$ cat src/hdl/uda_pkg.sv
package uda_pkg;
    // ----------------------------------------
    // Register offsets (byte addresses)
    // ----------------------------------------
    localparam logic [3:0] UDA_FUNCTION_ADDRESS_OFS = 4'h0;
    localparam logic [3:0] UDA_POWER_CTRL_OFS = 4'h4;
    localparam logic [3:0] UDA_IRQ_FLAGS_OFS = 4'h8;
    localparam logic [3:0] UDA_IRQ_ENABLE_OFS = 4'hc;
    // ----------------------------------------
    // Field positions
    // ----------------------------------------
    localparam int UDA_ADDR_PENDING_BIT = 7;
    localparam int UDA_SUSPEND_DETECT_BIT = 0;
    localparam int UDA_SUSPENDED_BIT = 1;
    localparam int UDA_RESUME_BIT = 2;
    localparam int UDA_BUS_RESET_BIT = 3;
    localparam int UDA_INHIBIT_BIT = 4;
    localparam int UDA_ISO_SYNC_BIT = 7;
    localparam int UDA_IRQ_RESET_BIT = 0;
    localparam int UDA_IRQ_SUSPEND_BIT = 1;
    localparam int UDA_IRQ_RESUME_BIT = 2;
    // ----------------------------------------
    // Reset values, endpoint and stage counts
    // ----------------------------------------
    localparam logic [7:0] UDA_FUNCTION_ADDRESS_RST = 8'h00;
    localparam logic [7:0] UDA_POWER_CTRL_RST = 8'h10;
    localparam logic [2:0] UDA_IRQ_ENABLE_RST = 3'h5;
    localparam logic [2:0] UDA_IRQ_ENABLE_BUS_RESET = 3'h5;
    localparam logic [7:0] UDA_CSR_CLEAR = 8'h00;
    localparam int UDA_ISO_EP_COUNT = 3;
    localparam int UDA_SYNC_STAGES = 2;
endpackage

$ cat src/hdl/uda_sync.sv
`timescale 1ns/1ps
// Two-flop synchroniser for one pin level
module uda_sync
    import uda_pkg::*;
(
    input wire logic ref_clk,
    input wire logic reset,
    input wire logic pin,
    output logic level
);
    logic stage1;

    always_ff @(posedge ref_clk or posedge reset)
    begin
        if (reset)
        begin
            stage1 <= 1'b0;
            level <= 1'b0;
        end
        else
        begin
            stage1 <= pin;
            level <= stage1;
        end
    end
endmodule // uda_sync

$ cat src/hdl/uda_iso_gate.sv
`timescale 1ns/1ps
// One isochronous IN endpoint: hold a new packet until SOF when framing on
module uda_iso_gate
    import uda_pkg::*;
(
    input wire logic ref_clk,
    input wire logic reset,
    input wire logic frame_sync,
    input wire logic packet_loaded,
    input wire logic sof_seen,
    input wire logic in_token,
    output logic packet_release,
    output logic send_zero_length
);
    logic held;
    wire logic next_held = (packet_loaded & frame_sync) | (held & ~sof_seen);

    always_ff @(posedge ref_clk or posedge reset)
    begin
        if (reset)
        begin
            held <= 1'b0;
            packet_release <= 1'b0;
            send_zero_length <= 1'b0;
        end
        else
        begin
            held <= next_held & frame_sync;
            packet_release <= held & sof_seen;
            send_zero_length <= in_token & frame_sync & (held | packet_loaded);
        end
    end

    iso_hold_a: assert property (@(posedge ref_clk) disable iff (reset)
        packet_loaded && frame_sync && !sof_seen |=> held)
        else $error("iso packet not held");
    iso_zero_a: assert property (@(posedge ref_clk) disable iff (reset)
        in_token && frame_sync && held |=> send_zero_length)
        else $error("no zero length answer");
endmodule // uda_iso_gate

$ cat src/hdl/uda_ctrl.sv
// Chosen here: the Avalon-MM slave port.
`timescale 1ns/1ps
module uda_ctrl
    import uda_pkg::*;
(
    input wire logic ref_clk,
    input wire logic reset,
    // Avalon-MM slave
    input wire logic [3:0] avs_address,
    input wire logic avs_read,
    input wire logic avs_write,
    input wire logic [31:0] avs_writedata,
    output logic [31:0] avs_readdata,
    output logic avs_waitrequest,
    // Bus line events from the transceiver side (asynchronous levels)
    input wire logic bus_reset_pin,
    input wire logic bus_suspend_pin,
    input wire logic bus_resume_pin,
    // Packet engine events, same clock
    input wire logic transfer_done,
    input wire logic sof_seen,
    input wire logic [2:0] iso_packet_loaded,
    input wire logic [2:0] iso_in_token,
    // Outputs
    output logic [6:0] match_address,
    output logic port_enabled,
    output logic suspended,
    output logic drive_resume,
    output logic fifo_flush,
    output logic csr_clear,
    output logic [2:0] iso_release,
    output logic [2:0] iso_zero_length,
    output logic irq
);
    // ----------------------------------------
    // Pin synchronisers and edge detect
    // ----------------------------------------
    logic rst_lvl;
    logic sus_lvl;
    logic res_lvl;
    logic rst_d;
    logic sus_d;
    logic res_d;

    uda_sync u_sync_rst (.ref_clk(ref_clk), .reset(reset), .pin(bus_reset_pin), .level(rst_lvl));
    uda_sync u_sync_sus (.ref_clk(ref_clk), .reset(reset), .pin(bus_suspend_pin), .level(sus_lvl));
    uda_sync u_sync_res (.ref_clk(ref_clk), .reset(reset), .pin(bus_resume_pin), .level(res_lvl));

    // ----------------------------------------
    // Software USB reset (async) request
    // ----------------------------------------
    logic soft_reset_req;
    logic usb_reset;
    wire logic addr_sel = (avs_address == UDA_FUNCTION_ADDRESS_OFS);
    wire logic pwr_sel = (avs_address == UDA_POWER_CTRL_OFS);
    wire logic flg_sel = (avs_address == UDA_IRQ_FLAGS_OFS);
    wire logic ena_sel = (avs_address == UDA_IRQ_ENABLE_OFS);
    wire logic wr_pwr = avs_write & pwr_sel;
    wire logic soft_reset_write = wr_pwr & avs_writedata[UDA_BUS_RESET_BIT];

    // Pulse registered on the system reset only, so it can self-clear
    always_ff @(posedge ref_clk or posedge reset)
    begin
        if (reset)
            soft_reset_req <= 1'b0;
        else
            soft_reset_req <= soft_reset_write;
    end

    assign usb_reset = reset | soft_reset_req;

    // ----------------------------------------
    // Bus side
    // ----------------------------------------
    // One wait state on reads so read data stand when waitrequest drops
    logic read_done;
    assign avs_waitrequest = avs_read & ~read_done;

    always_ff @(posedge ref_clk or posedge usb_reset)
    begin
        if (usb_reset)
        begin
            rst_d <= 1'b0;
            sus_d <= 1'b0;
            res_d <= 1'b0;
        end
        else
        begin
            rst_d <= rst_lvl;
            sus_d <= sus_lvl;
            res_d <= res_lvl;
        end
    end

    wire logic bus_reset_evt = rst_lvl & ~rst_d;
    wire logic suspend_evt = sus_lvl & ~sus_d;
    wire logic resume_evt = res_lvl & ~res_d;

    // ----------------------------------------
    // Registers
    // ----------------------------------------
    logic [6:0] addr_written;
    logic addr_pending;
    logic suspend_detect_enable;
    logic remote_wakeup;
    logic port_inhibit;
    logic iso_frame_sync;
    logic bus_reset_flag;
    logic [2:0] irq_flags;
    logic [2:0] irq_enable;

    wire logic wr_addr = avs_write & addr_sel;
    wire logic wr_flg = avs_write & flg_sel;
    wire logic wr_ena = avs_write & ena_sel;
    wire logic enter_suspend = suspend_detect_enable & suspend_evt & ~port_inhibit;
    wire logic leave_suspend = resume_evt | remote_wakeup | bus_reset_evt;
    wire logic [2:0] set_flags = {resume_evt & ~port_inhibit, enter_suspend, bus_reset_evt};
    // W1C with set winning
    wire logic [2:0] next_irq_flags = (irq_flags & ~(wr_flg ? avs_writedata[2:0] : 3'h0)) | set_flags;

    always_ff @(posedge ref_clk or posedge usb_reset)
    begin
        if (usb_reset)
        begin
            addr_written <= UDA_FUNCTION_ADDRESS_RST[6:0];
            addr_pending <= 1'b0;
            match_address <= UDA_FUNCTION_ADDRESS_RST[6:0];
        end
        else if (bus_reset_evt)
        begin
            addr_written <= UDA_FUNCTION_ADDRESS_RST[6:0];
            addr_pending <= 1'b0;
            match_address <= UDA_FUNCTION_ADDRESS_RST[6:0];
        end
        else if (wr_addr)
        begin
            addr_written <= avs_writedata[6:0];
            addr_pending <= 1'b1;
        end
        else if (addr_pending & transfer_done)
        begin
            match_address <= addr_written;
            addr_pending <= 1'b0;
        end
    end

    always_ff @(posedge ref_clk or posedge usb_reset)
    begin
        if (usb_reset)
        begin
            suspend_detect_enable <= UDA_POWER_CTRL_RST[UDA_SUSPEND_DETECT_BIT];
            remote_wakeup <= UDA_POWER_CTRL_RST[UDA_RESUME_BIT];
            port_inhibit <= UDA_POWER_CTRL_RST[UDA_INHIBIT_BIT];
            iso_frame_sync <= UDA_POWER_CTRL_RST[UDA_ISO_SYNC_BIT];
        end
        else if (wr_pwr)
        begin
            suspend_detect_enable <= avs_writedata[UDA_SUSPEND_DETECT_BIT];
            remote_wakeup <= avs_writedata[UDA_RESUME_BIT];
            port_inhibit <= port_inhibit & avs_writedata[UDA_INHIBIT_BIT];
            iso_frame_sync <= avs_writedata[UDA_ISO_SYNC_BIT];
        end
    end

    always_ff @(posedge ref_clk or posedge usb_reset)
    begin
        if (usb_reset)
        begin
            bus_reset_flag <= 1'b0;
            suspended <= 1'b0;
        end
        else
        begin
            bus_reset_flag <= rst_lvl;
            if (leave_suspend)
                suspended <= 1'b0;
            else if (enter_suspend)
                suspended <= 1'b1;
        end
    end

    always_ff @(posedge ref_clk or posedge usb_reset)
    begin
        if (usb_reset)
        begin
            irq_flags <= 3'h0;
            irq_enable <= UDA_IRQ_ENABLE_RST;
        end
        else if (bus_reset_evt)
        begin
            irq_flags <= 3'h1;
            irq_enable <= UDA_IRQ_ENABLE_BUS_RESET;
        end
        else
        begin
            irq_flags <= next_irq_flags;
            if (wr_ena)
                irq_enable <= avs_writedata[2:0];
        end
    end

    always_ff @(posedge ref_clk or posedge usb_reset)
    begin
        if (usb_reset)
        begin
            fifo_flush <= 1'b0;
            csr_clear <= 1'b0;
        end
        else
        begin
            fifo_flush <= bus_reset_evt;
            csr_clear <= bus_reset_evt;
        end
    end

    assign irq = |(irq_flags & irq_enable);
    assign port_enabled = ~port_inhibit;
    assign drive_resume = remote_wakeup;

    // ----------------------------------------
    // Isochronous IN framing
    // ----------------------------------------
    genvar ep;
    generate
        for (ep = 0; ep < UDA_ISO_EP_COUNT; ep++)
        begin : g_iso
            uda_iso_gate u_gate (
                .ref_clk(ref_clk),
                .reset(usb_reset),
                .frame_sync(iso_frame_sync),
                .packet_loaded(iso_packet_loaded[ep]),
                .sof_seen(sof_seen),
                .in_token(iso_in_token[ep]),
                .packet_release(iso_release[ep]),
                .send_zero_length(iso_zero_length[ep])
            );
        end
    endgenerate

    // ----------------------------------------
    // Read mux
    // ----------------------------------------
    wire logic [7:0] addr_view = {addr_pending, addr_written};
    wire logic [7:0] pwr_view = {iso_frame_sync, 2'b00, port_inhibit, bus_reset_flag, remote_wakeup,
                                 suspended, suspend_detect_enable};
    wire logic [7:0] rd_mux = addr_sel ? addr_view :
                              pwr_sel ? pwr_view :
                              flg_sel ? {5'h00, irq_flags} :
                              ena_sel ? {5'h00, irq_enable} : 8'h00;

    always_ff @(posedge ref_clk or posedge reset)
    begin
        if (reset)
        begin
            avs_readdata <= 32'h0000_0000;
            read_done <= 1'b0;
        end
        else
        begin
            read_done <= avs_waitrequest;
            if (avs_waitrequest)
                avs_readdata <= {24'h000000, rd_mux};
        end
    end

    // ----------------------------------------
    // Checks
    // ----------------------------------------
    addr_hold_a: assert property (@(posedge ref_clk) disable iff (usb_reset)
        addr_pending && !transfer_done && !bus_reset_evt |=> $stable(match_address))
        else $error("address changed before transfer end");
    pend_set_a: assert property (@(posedge ref_clk) disable iff (usb_reset)
        wr_addr && !bus_reset_evt |=> addr_pending)
        else $error("pending flag not set");
    pend_clear_a: assert property (@(posedge ref_clk) disable iff (usb_reset)
        addr_pending && transfer_done && !wr_addr && !bus_reset_evt
        |=> !addr_pending && match_address == $past(addr_written))
        else $error("pending cleared wrongly");
    rst_status_a: assert property (@(posedge ref_clk) disable iff (usb_reset)
        rst_lvl |=> bus_reset_flag)
        else $error("bus reset status not set");
    rst_clear_a: assert property (@(posedge ref_clk) disable iff (usb_reset)
        bus_reset_evt |=> match_address == 7'h00 && fifo_flush && csr_clear)
        else $error("bus reset did not clear");
    rst_irq_a: assert property (@(posedge ref_clk) disable iff (usb_reset)
        bus_reset_evt |=> irq_flags == 3'h1 && irq_enable == UDA_IRQ_ENABLE_BUS_RESET ##0 irq)
        else $error("reset interrupt missing");
    sus_enter_a: assert property (@(posedge ref_clk) disable iff (usb_reset)
        enter_suspend && !leave_suspend |=> suspended && irq_flags[UDA_IRQ_SUSPEND_BIT])
        else $error("suspend not entered");
    sus_leave_a: assert property (@(posedge ref_clk) disable iff (usb_reset)
        leave_suspend |=> !suspended)
        else $error("suspend not left");
    inhibit_hold_a: assert property (@(posedge ref_clk) disable iff (usb_reset)
        !port_inhibit |=> !port_inhibit)
        else $error("inhibit set by software");
    res_irq_a: assert property (@(posedge ref_clk) disable iff (usb_reset)
        resume_evt && !port_inhibit && !bus_reset_evt |=> irq_flags[UDA_IRQ_RESUME_BIT])
        else $error("resume flag not set");
    avalon_ready_a: assert property (@(posedge ref_clk) disable iff (reset)
        avs_write |-> !avs_waitrequest)
        else $error("write stalled");
    read_wait_a: assert property (@(posedge ref_clk) disable iff (reset)
        avs_read && avs_waitrequest |=> !avs_waitrequest)
        else $error("read wait too long");
endmodule // uda_ctrl

$ cat config.mk
export PLATFORM = sky130hd
export DESIGN_NAME = uda_ctrl
export DESIGN_NICKNAME = d
export VERILOG_FILES = /design/src/hdl/uda_pkg.sv /design/src/hdl/uda_sync.sv /design/src/hdl/uda_iso_gate.sv /design/src/hdl/uda_ctrl.sv
export SDC_FILE = /design/constraint.sdc
export NUM_CORES = 1
export LEC_CHECK = 0
export BUFFER_PORTS_ARGS = -buffer_cell sky130_fd_sc_hd__clkbuf_2
export CAP_MARGIN = 15
export CORE_MARGIN = 2
export CORE_UTILIZATION = 28
export CTS_CLUSTER_SIZE = 25
export DETAILED_ROUTE_END_ITERATION = 10
export SYNTH_ARGS = -nofsm -noshare
export SYNTH_HDL_FRONTEND = slang
export SYNTH_SLANG_ARGS = --single-unit
$ cat constraint.sdc
create_clock -name ref_clk -period 3.4 [get_ports ref_clk]
set_input_delay 0.17 -clock ref_clk [delete_from_list [all_inputs] [get_ports ref_clk]]
set_output_delay 0.17 -clock ref_clk [all_outputs]
set_load 0.1 [all_outputs]
Word level (Yosys, flattened, before mapping). Cells that the tools add are included.

Equality and inequality tests: 4. Muxes and demuxes: 18. Bitwise operators: 51. Reductions and logical operators: 8.

Operator list (number): two-way mux 7 bit (5); bitwise AND 1 bit (32); two-way mux 3 bit (6); two-way mux 8 bit (2); bitwise OR 1 bit (9); == test 4 bit, second input constant (2); nonzero test 2 bit (4); bitwise AND 3 bit (2); NOT 1 bit (6); two-way mux 1 bit (5); == test 4 x 3 -> 1 bit, second input constant (1); logical NOT 4 bit (1); NOT 3 bit (1); bitwise OR 3 bit (1); nonzero test 3 bit (1); OR reduction 3 bit (1); inequality test 2 bit, second input constant (1); AND reduction 2 bit (1).

Register bits after elaboration: 55. Input port bits: 51. Output and inout bits: 52. Logic and storage cells: 113.

Longest topological paths before layout. Gate-level depths: netlist of run 1.

Word-level depth: 7. Gate-level depth with buffers: 5. Depth with buffers taken out: 3.

Cells and area by module. A second synthesis of run 1 with hierarchy kept.

Cells, all modules: 232. Area, all modules: 2549.9 sq um.

Modules (own cells, without submodules): uda_ctrl (times used 1, cells an instance 199, area each 2058.2 sq um, sequential area each 1004.7 sq um); uda_iso_gate (times used 3, cells an instance 8, area each 110.1 sq um, sequential area each 75.1 sq um); uda_sync (times used 3, cells an instance 3, area each 53.8 sq um, sequential area each 50.0 sq um).

Least setup slack after synthesis of run 1. No wires, ideal clock.

Path kind: register -> register. Start: register remote_wakeup, in the netlist drive_resume. End: register avs_readdata[2]. Library setup time: 0.122 ns. Arrival time: 1.504 ns. Required time: 3.278 ns. Slack: 1.774 ns. Stages on the path, launching flop included: 3. Path buffers: 0. Period minus slack after synthesis: 1.626 ns. Path through: dfrtp_1 > mux4_2 > a22o_1.

Cells in the longest elaborated chain, start to end: 2.

Ends and longest elaborated chain: start, declared (line uda_ctrl.sv:105) `logic remote_wakeup;`; start signal, assigned (line uda_ctrl.sv:152) `remote_wakeup <= UDA_POWER_CTRL_RST[UDA_RESUME_BIT];`; start signal, assigned (line uda_ctrl.sv:159) `remote_wakeup <= avs_writedata[UDA_RESUME_BIT];`; two-way mux 8 bit (line uda_ctrl.sv:247) `pwr_sel ? pwr_view :`; two-way mux 8 bit (line uda_ctrl.sv:246) `wire logic [7:0] rd_mux = addr_sel ? addr_view :`; end signal, assigned (line uda_ctrl.sv:262) `avs_readdata <= {24'h000000, rd_mux};`; end, declared (line uda_ctrl.sv:13) `output logic [31:0] avs_readdata,`.

Every way passes these cells. A chain may end at the register's enable or synchronous reset.

Final worst setup path of run 1.
Start: register read_done. End: output port avs_waitrequest.

Cells in the longest elaborated chain, start to end: 2.

Ends and longest elaborated chain: start, declared (line uda_ctrl.sv:76) `logic read_done;`; start signal, assigned (line uda_ctrl.sv:260) `read_done <= avs_waitrequest;`; NOT 1 bit (line uda_ctrl.sv:77) `assign avs_waitrequest = avs_read & ~read_done;`; bitwise AND 1 bit (line uda_ctrl.sv:77); end, declared (line uda_ctrl.sv:14) `output logic avs_waitrequest,`.

Every way passes these cells.

==> flow_metrics.env, run 1 <==
export IMPL_finalSetupViolations=0
export IMPL_maxCapViolations=0
export IMPL_fin_worst_skew_ns=0.01384
export IMPL_portBuffers=54
export IMPL_holdPathEnd="g_iso[0].u_gate.send_zero_length"
export IMPL_synth_common_cells="52 x dfrtp_1, 31 x buf_4, 14 x nand3_1"
export IMPL_gp_congestion=0.7990
export IMPL_drtPass1Iterations=4
export IMPL_slew_viol_final=0
export IMPL_ys_ff_latch=55
export IMPL_hold_depth=2
export IMPL_grt_overflow=0
export IMPL_slew_headroom=0.3214
export IMPL_required_ns=3.23
export IMPL_reg2reg_depth=3
export IMPL_num_rows=34
export IMPL_avgSynthCellArea_um2=11.04
export IMPL_dpl_hpwl_mm=4.092
export IMPL_grt_max_degree=40
export IMPL_vias_per_cell=4.682
export IMPL_die_w_um=99.22
export IMPL_r2r_end="match_address[1]"
export IMPL_yosysTopAreaCellShare=0.5126
export IMPL_cp_end_kind="output port"
export IMPL_area_delta_synth_final_pct=15.08
export IMPL_syn_area_um2=2539
export IMPL_leakagePower_nw=1.380
export IMPL_min_period_over_period=0.5288
export IMPL_hold_violations=0
export IMPL_dp_cells=371
export IMPL_crit_chain="nand2b_1 > inv_1 > clkbuf_2"
export IMPL_rsz0062_at_grt="no"
export IMPL_hold_start="iso_in_token[0]"
export IMPL_regToRegStartpoint="bus_reset_flag"
export IMPL_finalNonFillerCells=384
export IMPL_timing_fmax_ghz=0.5562
export IMPL_startpoint_type="register"
export IMPL_slowest_stage="clkbuf_2"
export IMPL_cts_buffer_depth=2
export IMPL_crit_type="register to output port"
export IMPL_clock_sinks=55
export IMPL_worst_r2r_setup_slack_ns=1.88
export IMPL_synth_edf_count=0
export IMPL_synth_most_common_cell="dfrtp_1"
export IMPL_min_path_type="input port to register"
export IMPL_h_tree_depth=2
export IMPL_synth_warnings=0
export IMPL_synthArstFlopShare=1.000
export IMPL_routedWlPerCell_um=14.13
export IMPL_path_clk_slew_ns=0.11
export IMPL_synth_cell_types=43
export IMPL_fin_nets=326
export IMPL_grt_pass1_vias=1670
export IMPL_worstPathArrival_ns=1.63
export IMPL_synthFlopType="dfrtp_1"
export IMPL_start_util=0.2897
export IMPL_clk_latency_ns=0.31
export IMPL_multi_input_area_um2=927.1
export IMPL_register_area_um2=1380
export IMPL_synth_top_area_cell="dfrtp_1"
export IMPL_num_vias=1798
export IMPL_ir_worst_vdd_mv=0.2661
export IMPL_cp_max_fo=13
export IMPL_grt_pass1_wl_mm=8.735
export IMPL_drc=0
export IMPL_core_area_um2=8763
export IMPL_drive_above_1_share=0.2754
export IMPL_io_pins=103
export IMPL_postRouteAntennaNets=0
export IMPL_synth_area_top_cells="dfrtp_1 51%, buf_4 9.2%, dfstp_2 3.1%, nand3_1 2.8%, mux4_2 2.7%"
export IMPL_cts_tree="yes"
export IMPL_drt_iter0_markers=136
export IMPL_fp_dieArea_um2=9845
export IMPL_totalWireLength_mm=5.427
export IMPL_antenna_found_initial=0
export IMPL_fin_setup_tns_ns=0
export IMPL_whs_ns=0.05638
export IMPL_ys_seq_area_frac=0.5436
export IMPL_grt_total_usage=0.1122
export IMPL_tightestPinTransition_ns=1.013
export IMPL_antenna_cells=0
export IMPL_cts_buffers=5
export IMPL_num_fill_cells=908
export IMPL_root_buffer="clkbuf_8"
export IMPL_cp_slowest_stage_delay_ns=0.47
export IMPL_power_per_cell_area_nw_per_um2=546.6
export IMPL_status="finished clean"
export IMPL_post_route_min_period_ns=1.798
export IMPL_fp_dieH_um=99.22
export IMPL_synthCells=230
==> final cells by class <==
type / instances / area share
Sequential cell: 55 / 0.4724
Clock inverter: 3 / 0.01585
Timing Repair Buffer: 60 / 0.1156
Multi-Input combinational cell: 146 / 0.3173
Clock buffer: 5 / 0.02355
Inverter: 7 / 0.008994
Tap cell: 108 / 0.04625
==> layer usage <==
| layer | up-vias | wire length, um | GRT usage |
|---|---|---|---|
| met5 | - | 0 | 0 |
| li1 | 849 | - | - |
| met3 | 7 | 464 | 0.03795 |
| met4 | 0 | 65 | 0.03161 |
| met1 | 877 | 2429 | 0.1573 |
| met2 | 65 | 2467 | 0.1658 |
==> through the flow <==
stage	setup slack (ns)	total power, W	util	instance area [um2]
final	1.602	0.001597	0.3334	2922
after global placement	1.753	0.001159	0.3134	2746
after CTS	1.580	0.001607	0.3311	2902
after floorplan	0.8839	0.001126	-	2625
after global routing	1.479	0.001667	0.3334	2922
after detailed placement	1.754	0.001165	0.3134	2746
==> layout by cell type, fill, tap and decap left out, drive strengths merged, types with 4 or more instances in the layout <==
cell	count
clkbuf	59
dfrtp	52
conb	24
nand3	14
nor2	13
nand2	11
a21oi	9
o21ai	8
inv	8
o2111ai	7
a31oi	7
nor2b	6
mux2i	5
and2	4
dlygate4sd3	4
==> worst max-delay path: cells and delay by family, from the launching register on <==
kind	cells	cell delay [ns]
and+or+nand+nor	1	0.33
DFF	1	0.37
buffers and inverters	2	0.62
==> state kept, by name (all words and copies together) (netlist names), 3 cells and up <==
name	count
addr_written	7
g_iso.u_gate.held	3
g_iso.u_gate.packet_release	3
match_address	7
irq_flags	3
avs_readdata	8
irq_enable	3
g_iso.u_gate.send_zero_length	3
==> worst max-delay path by stage <==
stage	from	endpoint	slack [ns]	cells past startpoint
final	read_done	avs_waitrequest	1.60	3
after global routing	read_done	avs_waitrequest	1.48	3
after CTS	read_done	avs_waitrequest	1.58	3
after detailed placement	avs_address[1]	irq_flags[0]	1.75	4
after global placement	avs_address[1]	irq_flags[0]	1.75	4
after floorplan	soft_reset_req	addr_pending	0.88	1
==> cells by family (layout without fill, tap and decap cells) <==
group	after synthesis	count (layout)	share of synthesized area
AOI/OAI and AO/OA	50	50	0.1395
DFF	55	55	0.5436
muxes	11	11	0.05963
other	1	24	0.001477
and+or+nand+nor	61	61	0.1277
buffers and inverters	52	75	0.1281
==> where the power goes <==
group | leakage, nW | total [W] | internal, W | switching (W)
Clock | 0.0548 | 0.000442 | 0.000222 | 0.000220
Sequential | 0.715 | 0.000735 | 0.000700 | 0.0000351
Combinational | 0.610 | 0.000419 | 0.0000726 | 0.000347
==> timing repair <==
item / 4_1_cts / 5_1_grt
hold buffers: 4 / 0
resized for setup: 0 / 0
endpoints found under the hold margin: 19 / 0
buffers inserted: 0 / 0
Power figures use the tool's default switching activity.
==> inputs of run 2 (changes only) <==
==> constraint.sdc (replaced) <==
create_clock -name ref_clk -period 1.7 [get_ports ref_clk]
set_input_delay 0.085 -clock ref_clk [delete_from_list [all_inputs] [get_ports ref_clk]]
set_output_delay 0.085 -clock ref_clk [all_outputs]
set_load 0.1 [all_outputs]
==> run 2 against run 1 <==
Effect of this change: flip-flop and latch count stayed put; total power is 89% higher; cell count up 2.1%; utilization rose by 0.49 points; final area up 1.5%; clock skew is 0.0016 ns lower; first-iteration DRC count rose by 15%; count of clock-buffer cells in the layout increased by 1; clock power rose by 59%; non-clock buffer count up 8; hold slack lost 0.048 ns; critical path type unchanged; largest power group unchanged.
==> flow_metrics.env, run 2 (same netlist as run 1, synthesis figures left out) <==
export IMPL_grt_pass1_wl_mm=8.714
export IMPL_drc=0
export IMPL_totalWireLength_mm=5.391
export IMPL_ir_worst_vdd_mv=0.5607
export IMPL_cts_buffers=5
export IMPL_required_ns=1.62
export IMPL_path_clk_slew_ns=0.10
export IMPL_leakagePower_nw=1.402
export IMPL_fp_dieH_um=99.22
export IMPL_antenna_cells=0
export IMPL_startpoint_type="register"
export IMPL_worstPathArrival_ns=1.46
export IMPL_io_pins=103
export IMPL_num_fill_cells=897
export IMPL_vias_per_cell=4.666
export IMPL_grt_total_usage=0.1107
export IMPL_area_delta_synth_final_pct=16.76
export IMPL_final_util=0.3382
export IMPL_maxCapViolations=0
export IMPL_largest_reg_flops=8
export IMPL_postRouteAntennaNets=0
export IMPL_tightestPinTransition_ns=0.6035
export IMPL_timing_fmax_ghz=0.6457
export IMPL_dpl_hpwl_mm=4.158
export IMPL_postLayoutSetupSlackWorst_ns=0.1513
export IMPL_place_ws_ns=0.3086
export IMPL_status="finished clean"
export IMPL_num_rows=34
export IMPL_portBuffers=54
export IMPL_min_period_over_period=0.9110
export IMPL_grt_pass1_vias=1695
export IMPL_hold_violations=0
export IMPL_rsz0062_at_grt="no"
export IMPL_finalSetupViolations=0
export IMPL_gp_congestion=0.8259
export IMPL_cts_tree="yes"
export IMPL_fin_nets=334
export IMPL_post_route_min_period_ns=1.549
export IMPL_clk_latency_ns=0.31
export IMPL_drtPass1Iterations=5
export IMPL_power_per_cell_area_nw_per_um2=1021
export IMPL_start_util=0.2897
export IMPL_root_buffer="clkbuf_8"
export IMPL_num_vias=1829
export IMPL_top_regs="avs_readdata (8), addr_written (7), match_address (7)"
export IMPL_drive_above_1_share=0.2782
export IMPL_layout_common_cells="52 x dfrtp_1, 52 x clkbuf_2, 24 x conb_1"
export IMPL_cts_buffer_depth=2
export IMPL_drt_iter0_markers=157
export IMPL_core_area_um2=8763
export IMPL_antenna_found_initial=0
export IMPL_largest_register="avs_readdata"
export IMPL_slew_headroom=0.5972
export IMPL_slew_viol_final=0
export IMPL_fin_worst_skew_ns=0.01225
export IMPL_crit_type="register to output port"
export IMPL_min_path_type="input port to register"
export IMPL_routedWlPerCell_um=13.75
export IMPL_cp_max_fo=3
export IMPL_clock_sinks=55
export IMPL_fin_setup_tns_ns=0
export IMPL_grt_overflow=0
export IMPL_cp_end_kind="output port"
export IMPL_h_tree_depth=2
export IMPL_die_w_um=99.22
export IMPL_fp_dieArea_um2=9845
export IMPL_grt_max_degree=30
==> run 2: changes by cell type in the layout (fill, tap and decap cells not counted), sizes merged <==
cell / change
clkbuf: -1
bufinv: -1
clkinv: +1
dlygate4sd3: +4
buf: +6
inv: -1
==> run 2: cell type report <==
class	count	area (um2)	share of cell area
multi-input cells	146	927.1	0.3128
clock inverters	2	12.51	0.004221
repair buffers	68	410.4	0.1385
flip-flops and latches	55	1380	0.4656
well taps	108	135.1	0.04559
clock buffers	6	72.57	0.02448
inverters	7	26.28	0.008865
==> run 2: timing repair <==
action                                  in CTS  in global routing
buffers inserted                             0                  0
gates resized for setup                      0                  1
hold buffers                                 8                  0
hold endpoints to repair                    33                  0
endpoints found under the setup margin       0                  1
==> run 2: where the power goes <==
group | leakage [nW] | total (W) | switching, W | internal [W]
clock network | 0.0412 | 0.000702 | 0.000413 | 0.000289
logic | 0.646 | 0.000853 | 0.000694 | 0.000158
registers | 0.715 | 0.00147 | 0.0000690 | 0.00140
==> run 2: routing by layer <==
| layer | wire length [um] | track usage |
|---|---|---|
| met5 | 0 | 0 |
| met4 | 27 | 0.02213 |
| met3 | 329 | 0.02881 |
| met2 | 2601 | 0.1710 |
| met1 | 2433 | 0.1582 |
==> run 2: stage by stage <==
step / instance area, um2 / power [W] / instances / hold WS, ns
finish: 2964 / 0.003025 / 392 / 0.008408
global route: 2964 / 0.003171 / 392 / 0.01217
floorplan: 2628 / 0.002252 / 253 / -0.001261
detailed placement: 2799 / 0.002339 / 376 / 0.1077
global placement: 2799 / 0.002333 / 376 / 0.1013
CTS: 2964 / 0.003061 / 392 / 0.001248
==> run 2: final timing paths <==
kind	cells after the start	endpoint	start	slack [ns]
setup / recovery	3	irq	irq_flags[1]	0.15
hold / removal	3	addr_written[6]	avs_writedata[6]	0.008
setup reg to reg	3	suspended	port_inhibit	0.28
hold reg to reg	1	g_iso[0].u_gate.held	soft_reset_req	0.30
max in group asynchronous	4	irq_enable[2]	reset	0.84
min in group asynchronous	1	g_iso[0].u_gate.held	soft_reset_req	0.30
==> run 2: worst max-delay path: stages (launching register included) <==
cell and delay [ns]:
dfrtp_1 0.41, a222oi_1 0.39, inv_1 0.07, buf_2 0.30
==> inputs of run 3 (changes only) <==
--- a/config.mk
+++ b/config.mk
@@ -5,12 +5,13 @@
 export SDC_FILE = /design/constraint.sdc
 export NUM_CORES = 1
 export LEC_CHECK = 0
-export BUFFER_PORTS_ARGS = -buffer_cell sky130_fd_sc_hd__clkbuf_2
 export CAP_MARGIN = 15
 export CORE_MARGIN = 2
 export CORE_UTILIZATION = 28
 export CTS_CLUSTER_SIZE = 25
 export DETAILED_ROUTE_END_ITERATION = 10
+export DONT_BUFFER_PORTS = 1
+export PLACE_DENSITY = 0.41
 export SYNTH_ARGS = -nofsm -noshare
 export SYNTH_HDL_FRONTEND = slang
 export SYNTH_SLANG_ARGS = --single-unit
==> run 3 against run 2 <==
Effect of this change: sequential share of layout area is 2.2 points lower; critical path depth is 2 higher; die area stayed put; cell count is 1.8% lower; via count is 1.5% lower; fmax is 3.8% lower.
==> flow_metrics.env, run 3 (same netlist as run 1, synthesis figures left out) <==
export IMPL_largest_reg_flops=8
export IMPL_clock_sinks=55
export IMPL_h_tree_depth=2
export IMPL_layout_commonest_cell="dfrtp_1"
export IMPL_gp_congestion=0.7405
export IMPL_cp_slowest_stage_delay_ns=0.66
export IMPL_root_buffer="clkbuf_8"
export IMPL_routedWlPerCell_um=15.71
export IMPL_power_w=0.003137
export IMPL_die_w_um=99.22
export IMPL_startpoint_type="input port"
export IMPL_postRouteAntennaNets=0
export IMPL_cts_buffers=5
export IMPL_grt_overflow=0
export IMPL_grt_pass1_vias=1800
export IMPL_critPathTopFamily="buffers and inverters"
export IMPL_vias_per_cell=4.681
export IMPL_finalNonFillerCells=385
export IMPL_power_per_cell_area_nw_per_um2=1007
export IMPL_critPathBufInv=2
export IMPL_cts_tree="yes"
export IMPL_fp_dieArea_um2=9845
export IMPL_largest_register="avs_readdata"
export IMPL_crit_chain="dlygate4sd3_1 > nor3b_4 > dlygate4sd3_1 > nand4_1 > a21oi_1"
export IMPL_fin_nets=327
export IMPL_drc=0
export IMPL_path_clk_slew_ns=0.11
export IMPL_finalSetupViolations=0
export IMPL_dp_cells=349
export IMPL_status="finished clean"
export IMPL_worstPathArrival_ns=1.87
export IMPL_grt_max_degree=34
export IMPL_area_delta_synth_final_pct=22.67
export IMPL_r2r_end="suspended"
export IMPL_io_pins=103
export IMPL_regToRegStartpoint="port_inhibit"
export IMPL_drtPass1Iterations=4
export IMPL_rsz0062_at_grt="no"
export IMPL_cpMostUsedCell="dlygate4sd3_1"
export IMPL_hold_start="avs_address[3]"
export IMPL_holdPathEnd="avs_readdata[7]"
export IMPL_cts_buffer_depth=2
export IMPL_fp_dieH_um=99.22
export IMPL_top_regs="avs_readdata (8), addr_written (7), match_address (7)"
export IMPL_slowest_stage="dlygate4sd3_1"
export IMPL_hold_depth=2
export IMPL_drive_above_1_share=0.1949
export IMPL_hold_violations=0
export IMPL_worst_r2r_setup_slack_ns=0.19
export IMPL_slew_viol_final=0
export IMPL_dpl_hpwl_mm=4.284
export IMPL_grt_pass1_wl_mm=9.777
export IMPL_drt_iter0_markers=90
export IMPL_ir_worst_vdd_mv=0.4047
export IMPL_min_period_over_period=0.9469
export IMPL_timing_fmax_ghz=0.6212
export IMPL_num_vias=1802
export IMPL_required_ns=1.96
export IMPL_cp_max_fo=5
export IMPL_tightestPinTransition_ns=0.6303
export IMPL_clk_latency_ns=0.32
export IMPL_fin_worst_skew_ns=0.008255
export IMPL_maxCapViolations=0
export IMPL_fin_setup_tns_ns=0
export IMPL_grt_total_usage=0.1253
export IMPL_leakagePower_nw=1.406
export IMPL_totalWireLength_mm=6.050
export IMPL_min_path_type="input port to register"
export IMPL_reg2reg_depth=3
export IMPL_num_rows=34
export IMPL_slew_headroom=0.5793
export IMPL_antenna_found_initial=0
export IMPL_post_route_min_period_ns=1.610
export IMPL_crit_type="input port to register"
export IMPL_portBuffers=0
export IMPL_core_area_um2=8763
export IMPL_start_util=0.2897
export IMPL_antenna_cells=0
export IMPL_layout_common_cells="51 x dfrtp_1, 32 x buf_4, 28 x dlygate4sd3_1"
export IMPL_cp_end_kind="register"
==> run 3: power by group <==
group / internal, W / switching [W] / leakage (nW)
Sequential: 0.00140 / 0.0000680 / 0.714
Clock: 0.000307 / 0.000477 / 0.0502
Combinational: 0.000194 / 0.000691 / 0.643
Total: 0.00190 / 0.00124 / 1.41
==> run 3: through the flow <==
step	util	hold WS (ns)	setup WS, ns	area [um2]
3_5_place_dp	0.3115	-0.07034	0.2223	2730
5_1_grt	0.3554	0.007497	0.01632	3114
4_1_cts	0.3547	0.0005175	0.06874	3108
3_3_place_gp	0.3115	-0.07104	0.3175	2730
2_1_floorplan	-	-0.001261	0.07404	2628
6_report	0.3554	0.01514	0.09026	3114
==> run 3: how the worst max path moves through the flow <==
| stage | to | depth (start not counted) | from |
|---|---|---|---|
| 6_report | irq_enable[1] | 5 | avs_address[0] |
| 5_1_grt | irq_enable[1] | 5 | avs_address[0] |
| 4_1_cts | irq_enable[1] | 5 | avs_address[0] |
| 3_5_place_dp | suspended | 3 | port_inhibit |
| 3_3_place_gp | suspended | 3 | suspend_detect_enable |
| 2_1_floorplan | avs_readdata[2] | 2 | drive_resume |
==> run 3: cell type report <==
type | count | area, um2
Clock buffer | 5 | 68.82
Clock inverter | 3 | 28.78
Fill cell | 919 | 5649
Inverter | 7 | 26.28
Multi-Input combinational cell | 146 | 933.4
Sequential cell | 55 | 1381
Tap cell | 108 | 135.1
Timing Repair Buffer | 61 | 540.5
==> run 3: worst reg2reg max path, stage by stage, from the launching register on <==
cell and delay, ns:
dfstp_2 0.41, nor4bb_1 0.54, nor2_1 0.07, a2111oi_0 0.36
==> run 3: metal layers <==
metal	track usage	share of wire
met1	0.1699	0.45
met5	0	0
met2	0.1970	0.47
met3	0.03584	0.067
met4	0.03477	0.012
==> run 3: timing repair <==
item                                    4_1_cts  5_1_grt
buffers inserted                              0        0
hold buffers                                 28        0
resized for setup                             0        1
endpoints found under the setup margin        0        2
endpoints found under the hold margin        92        0
